**src/pkg/rsi_pkg.sv**
```systemverilog
// Constants for the rectifier status indicator
package rsi_pkg;
  localparam int unsigned CLK_HZ       = 200_000_000;
  localparam int unsigned PULSE_MS     = 1;
  localparam int unsigned PULSE_CYC    = CLK_HZ / 1000 * PULSE_MS;
  localparam int unsigned BLINK_MS     = 250;
  localparam int unsigned BLINK_CYC    = CLK_HZ / 1000 * BLINK_MS;
  localparam int unsigned CNT_W        = 26;
  localparam logic [1:0]  MODE_ANALOG  = 2'h0;
  localparam logic [1:0]  MODE_I2C     = 2'h1;
  localparam logic [1:0]  MODE_RS485   = 2'h2;
  localparam logic        RST_TOGGLE   = 1'h0;
  localparam logic [2:0]  RST_SYNC     = 3'h7;
  localparam logic        RST_ON       = 1'h0;
  localparam logic        RST_LED      = 1'h0;
  localparam logic        RST_OE       = 1'h0;
  localparam logic        RST_GOOD_OE  = 1'h1;
  localparam logic [CNT_W-1:0] RST_CNT = 26'h0000000;
endpackage : rsi_pkg

```
**src/core/rsi_toggler.sv**
```systemverilog
// Free running half-period toggler for blink and pulse timing
`timescale 1ns/1ps
module rsi_toggler #(
  parameter logic [25:0] HALF_CYC = 26'h0000001
) (
  // Clock and reset
  input  wire logic clk_sys,
  input  wire logic rst,
  // Square wave
  output logic      wave
);
  logic [25:0] cnt;
  logic [25:0] next_cnt;
  logic        next_wave;

  always_comb begin
    next_cnt  = cnt + 26'h0000001;
    next_wave = wave;
    if (cnt >= HALF_CYC - 26'h0000001) begin
      next_cnt  = rsi_pkg::RST_CNT;
      next_wave = ~wave;
    end
  end

  always_ff @(posedge clk_sys or posedge rst) begin
    if (rst) begin
      cnt  <= rsi_pkg::RST_CNT;
      wave <= rsi_pkg::RST_TOGGLE;
    end else begin
      cnt  <= next_cnt;
      wave <= next_wave;
    end
  end
endmodule : rsi_toggler

```
**src/core/rsi_top.sv**
```systemverilog
// Status LEDs, open-drain status pins and output enable qualification
`timescale 1ns/1ps
module rsi_top (
  // Clock and reset
  input  wire logic       clk_sys,
  input  wire logic       rst,
  // Mode and switches
  input  wire logic [1:0] comm_mode,
  input  wire logic       dip_onoff_on,
  input  wire logic       enable_pin_n,
  input  wire logic       enable_rs485,
  // Internal conditions
  input  wire logic       input_present,
  input  wire logic       input_in_limits,
  input  wire logic       overload,
  input  wire logic       thermal_alarm,
  input  wire logic       thermal_shutdown,
  input  wire logic       hard_fault,
  input  wire logic       soft_fault,
  input  wire logic       standby_cmd,
  input  wire logic       service_request,
  input  wire logic       comm_lost,
  // Main output control
  output logic            main_output_on,
  // Front panel LEDs
  output logic            led_input,
  output logic            led_output,
  output logic            led_service,
  output logic            led_fault,
  // Open-drain status pins, oe high pulls low
  output logic            fault_n_oe,
  output logic            overtemp_warning_n_oe,
  output logic            power_good_out_oe,
  // Pin input levels, unused by logic
  input  wire logic       fault_n_in,
  input  wire logic       overtemp_warning_n_in,
  input  wire logic       power_good_out_in,
  // Driven levels, applied while oe is high
  output logic            fault_n_out,
  output logic            overtemp_warning_n_out,
  output logic            power_good_out_out
);
  // Pin and switch inputs pass two flops; status conditions assumed synchronous
  logic [2:0] meta;
  logic [2:0] sync;
  logic [2:0] next_meta;
  logic [2:0] next_sync;
  logic       blink;
  logic       good_wave;
  logic       en_pin_sync;
  logic       dip_sync;
  logic       rs_en_sync;

  always_comb begin
    next_meta = {enable_rs485, dip_onoff_on, enable_pin_n};
    next_sync = meta;
  end

  // Sync resets to the pulled-up pin levels
  always_ff @(posedge clk_sys or posedge rst) begin
    if (rst) begin
      meta <= rsi_pkg::RST_SYNC;
      sync <= rsi_pkg::RST_SYNC;
    end else begin
      meta <= next_meta;
      sync <= next_sync;
    end
  end

  assign en_pin_sync = sync[0];
  assign dip_sync    = sync[1];
  assign rs_en_sync  = sync[2];

  // Both timers free-run, so every blinking LED stays in step
  rsi_toggler #(.HALF_CYC(26'(rsi_pkg::BLINK_CYC))) u_blink (
    .clk_sys (clk_sys),
    .rst     (rst),
    .wave    (blink)
  );

  rsi_toggler #(.HALF_CYC(26'(rsi_pkg::PULSE_CYC))) u_good_pulse (
    .clk_sys (clk_sys),
    .rst     (rst),
    .wave    (good_wave)
  );

  // Mode and enable decode
  logic is_rs485;
  logic is_i2c;
  logic enable_req;
  logic fault_req;
  logic warning_req;

  // Next values of the registered outputs
  logic next_main_output_on;
  logic next_led_input;
  logic next_led_output;
  logic next_led_service;
  logic next_led_fault;
  logic next_fault_oe;
  logic next_warning_oe;
  logic next_power_good_oe;

  // Mode code 3 is unused and behaves as analog
  always_comb begin
    is_rs485 = (comm_mode == rsi_pkg::MODE_RS485);
    is_i2c   = (comm_mode == rsi_pkg::MODE_I2C);
  end

  // Enable pin is dead while the DIP switch is on
  always_comb begin
    if (is_rs485) begin
      enable_req = rs_en_sync;
    end else if (dip_sync) begin
      enable_req = 1'h1;
    end else begin
      enable_req = ~en_pin_sync;
    end
  end

  // One map drives every LED and status pin
  always_comb begin
    // Standby wins over every enable source
    next_main_output_on = enable_req && !standby_cmd;
    // Defaults: normal operation
    next_led_input     = input_present;
    next_led_output    = 1'h1;
    next_led_service   = 1'h0;
    next_led_fault     = 1'h0;
    fault_req          = 1'h0;
    warning_req        = 1'h0;
    next_power_good_oe = 1'h0;
    // Priority: shutdown outranks warnings, overlays last
    if (!input_present) begin
      next_led_output    = 1'h0;
      next_power_good_oe = 1'h1;
    end else if (thermal_shutdown) begin
      next_led_output    = 1'h0;
      next_led_service   = 1'h1;
      next_led_fault     = 1'h1;
      fault_req          = 1'h1;
      warning_req        = 1'h1;
      next_power_good_oe = 1'h1;
    end else if (hard_fault) begin
      next_led_output    = 1'h0;
      next_led_fault     = 1'h1;
      fault_req          = 1'h1;
      next_power_good_oe = 1'h1;
    end else if (!input_in_limits) begin
      next_led_input     = is_i2c ? blink : 1'h1;
      next_led_output    = 1'h0;
      next_power_good_oe = 1'h1;
    end else if (standby_cmd || !enable_req) begin
      next_led_output    = 1'h0;
      next_power_good_oe = 1'h1;
    end else begin
      // Overlays stack, so an overload never hides a fault
      if (overload) begin
        next_led_output    = blink;
        next_power_good_oe = good_wave;
      end
      if (thermal_alarm) begin
        next_led_service = 1'h1;
        warning_req      = 1'h1;
      end else if (service_request && is_i2c) begin
        next_led_service = blink;
      end
      if (soft_fault) begin
        next_led_fault = 1'h1;
        fault_req      = 1'h1;
      end else if (is_rs485 && comm_lost) begin
        next_led_fault = blink;
      end
    end
    // RS485 mode leaves fault and warning pins released
    next_fault_oe   = fault_req && !is_rs485;
    next_warning_oe = warning_req && !is_rs485;
  end

  // Power good pulled low in reset, so a unit in reset never reads as good
  always_ff @(posedge clk_sys or posedge rst) begin
    if (rst) begin
      main_output_on        <= rsi_pkg::RST_ON;
      led_input             <= rsi_pkg::RST_LED;
      led_output            <= rsi_pkg::RST_LED;
      led_service           <= rsi_pkg::RST_LED;
      led_fault             <= rsi_pkg::RST_LED;
      fault_n_oe            <= rsi_pkg::RST_OE;
      overtemp_warning_n_oe <= rsi_pkg::RST_OE;
      power_good_out_oe     <= rsi_pkg::RST_GOOD_OE;
    end else begin
      main_output_on        <= next_main_output_on;
      led_input             <= next_led_input;
      led_output            <= next_led_output;
      led_service           <= next_led_service;
      led_fault             <= next_led_fault;
      fault_n_oe            <= next_fault_oe;
      overtemp_warning_n_oe <= next_warning_oe;
      power_good_out_oe     <= next_power_good_oe;
    end
  end

  // Open-drain pins only ever pull low
  assign fault_n_out            = 1'h0;
  assign overtemp_warning_n_out = 1'h0;
  assign power_good_out_out     = 1'h0;
endmodule : rsi_top

```
**config.mk**
```make
export PLATFORM = sky130hd
export DESIGN_NAME = rsi_top
export DESIGN_NICKNAME = d
export VERILOG_FILES = /design/src/pkg/rsi_pkg.sv /design/src/core/rsi_toggler.sv /design/src/core/rsi_top.sv
export SDC_FILE = /design/constraint.sdc
export NUM_CORES = 1
export LEC_CHECK = 0
export ABC_AREA = 0
export ABC_CLOCK_PERIOD_IN_PS = 2230
export BUFFER_PORTS_ARGS = -buffer_cell sky130_fd_sc_hd__buf_2
export CORE_ASPECT_RATIO = 1.5
export CORE_MARGIN = 2
export CORE_UTILIZATION = 48
export CTS_CLUSTER_DIAMETER = 40
export CTS_CLUSTER_SIZE = 8
export DETAILED_ROUTE_END_ITERATION = 6
export PLACE_DENSITY = 0.69
export RECOVER_POWER = 100
export SKIP_CTS_REPAIR_TIMING = 1
export SYNTH_ARGS = -nofsm -noshare
export SYNTH_HDL_FRONTEND = slang
export SYNTH_SLANG_ARGS = --single-unit
```
**constraint.sdc**
```tcl
create_clock -name clk_sys -period 2.23 [get_ports clk_sys]
set_clock_uncertainty 0.2 [all_clocks]
set_input_delay 0.1115 -clock clk_sys [delete_from_list [all_inputs] [get_ports clk_sys]]
set_output_delay 0.1115 -clock clk_sys [all_outputs]
set_load 0.02 [all_outputs]
```
==> results.yml, run 1 <==
finish:
  drive_gt1_share_pct: 21.0
  area_growth_pct: 23.4
  finalNetCount: 394
  antenna_cells_inserted: 0
  final_core_util_pct: 60.7
  final_cells: 453
placement:
  io_buffers: 24
  gp_congestion: 0.819
  dp_worst_setup_slack_ns: 0.0399
  placed_cells: 413
  hpwl_um: 4140
synth:
  synth_edf_count: 0
  synth_top_family_by_area: "simple AND/OR/NAND/NOR gates"
  yosysUniqueCellTypes: 47
  synthMuxAreaShare_pct: 0.355
  avgSynthCellArea_um2: 10.8
  synthAdderAreaFrac_pct: 0.789
  synth_xor_area_share_pct: 7.73
  synth_most_common_cell: "dfrtp_1"
  synthCells: 295
  synthArstFlopShare_pct: 100
  synth_warnings: 0
  synth_top_cell_by_area: "dfrtp_1"
  syn-cell-area_um2: 3170
  ys.flop_type: "dfrtp_1"
  ys_ff_latch: 68
  synth_area_leaders: "dfrtp_1 (48%), dfstp_2 (5.8%), xor2_1 (4.7%)"
  synth-compound-area-share_pct: 8.88
  synth-simple-area-share_pct: 24.0
  synth_top_area_share_pct: 48.1
  ys_top_cells_by_count: "dfrtp_1 (61), nor2_1 (28), xor2_1 (17), nand2_1 (16), nand4_1 (16)"
  seq_area_frac_synth_pct: 53.9
route:
  ant_nets: 0
  vias_per_cell: 5.27
  dr_total_vias: 2389
  drt_iter0_drc: 119
  wl_per_cell_um: 13.7
  drt-pass1-iter-count: 4
  routed_wl_um: 6190
  route.detailed.drc: 0
worst_setup_path:
  endpoint_kind: "register"
  r2r_cells: 6
  cp_common_cell: "dlygate4sd3_1"
  critPathMaxFanout: 5
  start_kind: "input pin"
  critPathRequiredTime_ns: 2.31
  crit_arrival_ns: 2.26
  path_class: "in -> reg"
  cp_slowest_stage_delay_ns: 0.57
  slowest_stage: "dlygate4sd3_1"
  path_cells: "dlygate4sd3_1, buf_2, nor3b_1, a2111oi_1, buf_4, a31oi_1, nor2_1, dlygate4sd3_1"
clock_tree:
  h-tree-depth: 3
  cts_buffers: 9
  clk_latency_ns: 0.34
  root_buffer: "clkbuf_8"
  cts_sinks: 68
  cts_tree: "yes"
  clk_pin_slew_ns: 0.08
  cts.path.max_buffers: 2
global_routing:
  antenna_found_initial: 0
  grt_pass1_wl_um: 10000
  grtUsageTotal_pct: 17.1
  first_global_vias: 2338
  grt_max_degree: 37
  overflow: 0
pwr:
  leakage_nw: 1.66
  ir_worst_vdd_uv: 484
  power_density_nw_per_um2: 637
floorplan:
  core_area_um2: 6440
  die-area_um2: 7290
  die_w_um: 70.4
  rows: 36
  initial_core_util_pct: 49.2
  io_pins: 31
  die_h_um: 104
status:
  status: "completed"
timing:
  tightest_slew_ns: 0.841
  finalHoldViolations: 0
  post-route-min-period_ns: 2.18
  slew_headroom_pct: 43.9
  period_share_pct: 97.8
  setup-violations-final: 0
  finalMaxSlewViolations: 0
  fmax_ghz: 0.459
  fin_ws_ns: 0.0498
hold_path:
  min_path_cells: 4
  hp-class: "in -> reg"
run:
  drv_cap: 0
path summary, 6_finish.rpt:
kind                                   start               endpoint  slack [ns]
worst max register to register       sync[1]  overtemp_warning_n_oe        0.06
max in group asynchronous                rst         main_output_on        0.49
worst max-delay path            comm_mode[1]  overtemp_warning_n_oe        0.05
min in group asynchronous                rst    u_good_pulse.cnt[8]        0.14
worst min register to register       meta[2]                sync[2]        0.16
worst min-delay path            comm_mode[0]             fault_n_oe        0.05
sequential cells by signal, indices dropped and copies added (netlist names):
register and count:
fault_n_oe 1, led_fault 1, led_input 1, led_output 1, led_service 1, main_output_on 1, meta 3, overtemp_warning_n_oe 1
power_good_out_oe 1, sync 3, u_blink.cnt 26, u_blink.wave 1, u_good_pulse.cnt 26, u_good_pulse.wave 1
layer usage:
| layer | part of all wire [%] | wire length [um] | GRT usage, % |
|---|---|---|---|
| met2 | 55 | 3380 | 30.0 |
| met5 | 0 | 0 | 0 |
| met4 | 2.6 | 160 | 7.42 |
| met3 | 2.3 | 141 | 4.18 |
| met1 | 41 | 2510 | 19.5 |
stage by stage:
stage / hold slack [ns] / setup TNS (ns) / instance area, um2 / power (mW)
6_report: 0.0535 / 0 / 3910 / 2.49
3_3_place_gp: -0.117 / 0 / 3500 / 1.38
5_1_grt: 0.0676 / -0.0286 / 3910 / 2.58
3_5_place_dp: -0.110 / 0 / 3500 / 1.38
4_1_cts: -0.479 / 0 / 3730 / 2.50
2_1_floorplan: -0.0840 / 0 / 3210 / 1.34
where the power goes:
part / total [mW] / internal [mW] / switching [mW]
clock network: 1.12 / 0.635 / 0.481
logic: 0.110 / 0.0450 / 0.0653
registers: 1.27 / 1.26 / 0.00723
worst max-delay path: cells and delay by family:
kind	cells	cell delay [ns]
and+or+nand+nor	2	0.25
AOI/OAI and AO/OA	2	0.45
buffers and inverters	4	1.44
logic make-up after synthesis:
kind of cell	after synthesis
compound gates	43
xor+xnor	28
fa+ha+maj	2
buf+inv	25
flops	68
mux	1
other cells	1
simple gates	127
area by class of cell:
cell class	count	area [um2]
clock buffers	9	124
clock inverters	7	98.8
fillers	551	2530
inverters	13	48.8
multi-input cells	212	1360
flip-flops and latches	68	1710
well taps	76	95.1
repair buffers	68	480
cell usage in the layout (no fill, tap or decap), types with 4 or more instances in the layout:
master          n
buf_4          21
inv_1          13
nand3_1        11
and4_1          5
or4_1           8
xor2_1         17
dfstp_2         7
clkbuf_2        4
dfrtp_1        61
nor2_1         31
xnor2_1        11
clkbuf_1       10
nor2_4          7
nand4_1        16
buf_2          15
a21oi_1        15
nor3_1          4
nor4_1          7
o21ai_0         9
o31ai_1         5
clkbuf_8        9
conb_1         11
nand2_1        16
dlygate4sd3_1  17
or3_1           6
(Power assumes the default switching activity.)
==> run 2, diff against run 1 <==
- SYNTH_HIERARCHICAL: not set -> 1
==> results.yml, run 2 <==
synth:
  synth_top_cell_by_area: "dfrtp_1"
  synth_top_family_by_area: "simple AND/OR/NAND/NOR gates"
  synth_top_area_share_pct: 47.8
  yosysUniqueCellTypes: 53
  syn-cell-area_um2: 3190
  synth_warnings: 6
  synth_edf_count: 0
  synthArstFlopShare_pct: 100
  synthCells: 288
  synth-simple-area-share_pct: 24.7
  avgSynthCellArea_um2: 11.1
  synthAdderAreaFrac_pct: 0.784
  ys_ff_latch: 68
  synthMuxAreaShare_pct: 0
  seq_area_frac_synth_pct: 53.6
  ys.flop_type: "dfrtp_1"
  synth_xor_area_share_pct: 9.88
  synth_most_common_cell: "dfrtp_1"
  synth_area_leaders: "dfrtp_1 (48%), xor2_1 (7.4%), dfstp_2 (5.8%)"
  ys_top_cells_by_count: "dfrtp_1 (61), nor2_1 (32), xor2_1 (27), nand3_1 (19), nand2_1 (15)"
  synth-compound-area-share_pct: 7.02
timing:
  tightest_slew_ns: 1.39
  period_share_pct: 100
  timing.hold.ws_ns: 0.113
  post-route-min-period_ns: 2.23
  finalMaxSlewViolations: 0
  finalHoldViolations: 0
  setup-violations-final: 1
  slew_headroom_pct: 7.19
  fmax_ghz: 0.448
  fin_ws_ns: -0.000737
placement:
  hpwl_um: 3850
  dp_worst_setup_slack_ns: 0.220
  gp_congestion: 0.870
  io_buffers: 24
global_routing:
  grt_pass1_wl_um: 9650
  overflow: 0
  grtUsageTotal_pct: 16.5
  grt_max_degree: 28
  first_global_vias: 2191
  antenna_found_initial: 0
finish:
  mostFrequentLayoutCell: "dfrtp_1"
  layout_common_cells: "dfrtp_1 (61), nor2_1 (34), xor2_1 (27), dlygate4sd3_1 (21), nand3_1 (20)"
  drive_gt1_share_pct: 17.7
  antenna_cells_inserted: 0
  area_growth_pct: 19.1
  top_regs: "u_blink/cnt (26), u_good_pulse/cnt (26)"
  finalNetCount: 373
worst_setup_path:
  critPathMaxFanout: 9
  cp_common_cell: "dlygate4sd3_1"
  start_kind: "input pin"
  endpoint_kind: "register"
  path_cells: "dlygate4sd3_1, clkbuf_2, nand2_1, dlygate4sd3_1, o31ai_1, dlygate4sd3_1"
  crit_arrival_ns: 2.31
  cp_slowest_stage_delay_ns: 0.60
  path_class: "in -> reg"
  critPathRequiredTime_ns: 2.31
  slowest_stage: "dlygate4sd3_1"
  critPathTopFamily: "buffers and inverters"
  cp_num_buf_inv: 4
status:
  violations: "negative setup slack"
  status: "finished, violations left"
route:
  dr_total_vias: 2288
  vias_per_cell: 5.30
  wl_per_cell_um: 13.9
  ant_nets: 0
  routed_wl_um: 6030
  drt_iter0_drc: 110
  route.detailed.drc: 0
  drt-pass1-iter-count: 4
hold_path:
  hp-class: "in -> reg"
floorplan:
  io_pins: 31
  core_area_um2: 6490
  initial_core_util_pct: 49.2
  die_w_um: 70.6
  die-area_um2: 7330
  rows: 36
  die_h_um: 104
clock_tree:
  clk_pin_slew_ns: 0.07
  root_buffer: "clkbuf_8"
  h-tree-depth: 3
  cts_sinks: 68
  clk_latency_ns: 0.35
  cts_tree: "yes"
  cts.path.max_buffers: 2
  cts_buffers: 9
pwr:
  leakage_nw: 1.65
  ir_worst_vdd_uv: 782
  power_density_nw_per_um2: 649
run:
  drv_cap: 0
## run 2: worst register-to-register path: stages, from the launching register on
cell and delay, ns:
dfrtp_1 0.40, ha_1 0.24, nand2_1 0.19, nor2_8 0.09, o2111ai_1 0.20, nand3_1 0.22, buf_4 0.26, nor2_1 0.13
## run 2: layout make-up
cell class              count  area [um2]
flip-flops and latches     68        1710
inverters                  13        48.8
clock buffers              11         131
multi-input cells         207        1380
fillers                   553        2690
repair buffers             52         359
clock inverters             5        77.6
well taps                  76        95.1
## run 2: metrics by stage
step / power, mW / instances / area (um2) / utilization [%] / TNS [ns]
floorplan: 1.35 / 297 / 3220 / - / 0
global placement: 1.39 / 395 / 3420 / 52.7 / 0
detailed placement: 1.39 / 395 / 3420 / 52.7 / 0
CTS: 2.47 / 411 / 3630 / 56.0 / 0
global route: 2.56 / 432 / 3800 / 58.6 / -0.0477
finish: 2.46 / 432 / 3800 / 58.6 / -0.000737
## run 2: final timing paths
kind                                     start                    end  slack (ns)  cells past startpoint
worst min register to register         meta[2]                sync[2]        0.16                      0
max in group asynchronous                  rst    u_good_pulse/cnt[8]        0.41                      4
worst max-delay path             input_present              led_fault     -0.0007                      6
worst min-delay path              comm_mode[1]             fault_n_oe        0.11                      4
min in group asynchronous                  rst  overtemp_warning_n_oe        0.17                      3
worst max register to register  u_blink/cnt[0]         u_blink/cnt[6]        0.22                      7
## run 2: cell families after synthesis
kind of cell	count (synthesis)
DFF	68
xor gates and xnor gates	36
and+or+nand+nor	130
AOI/OAI and AO/OA	28
adders and majority gates	2
other	2
buffers and inverters	22
## run 2: routing by layer
metal | wire, um | vias up | track usage, %
li1 | - | 1110 | -
met1 | 2490 | 1106 | 19.7
met2 | 3140 | 54 | 27.4
met3 | 181 | 18 | 3.59
met4 | 217 | 0 | 9.03
met5 | 0 | - | 0
## run 2: power by group
part | internal [mW] | total, mW | switching (mW)
combinational | 0.0473 | 0.122 | 0.0750
sequential | 1.26 | 1.27 | 0.00735
clock | 0.626 | 1.07 | 0.447
total | 1.93 | 2.46 | 0.530
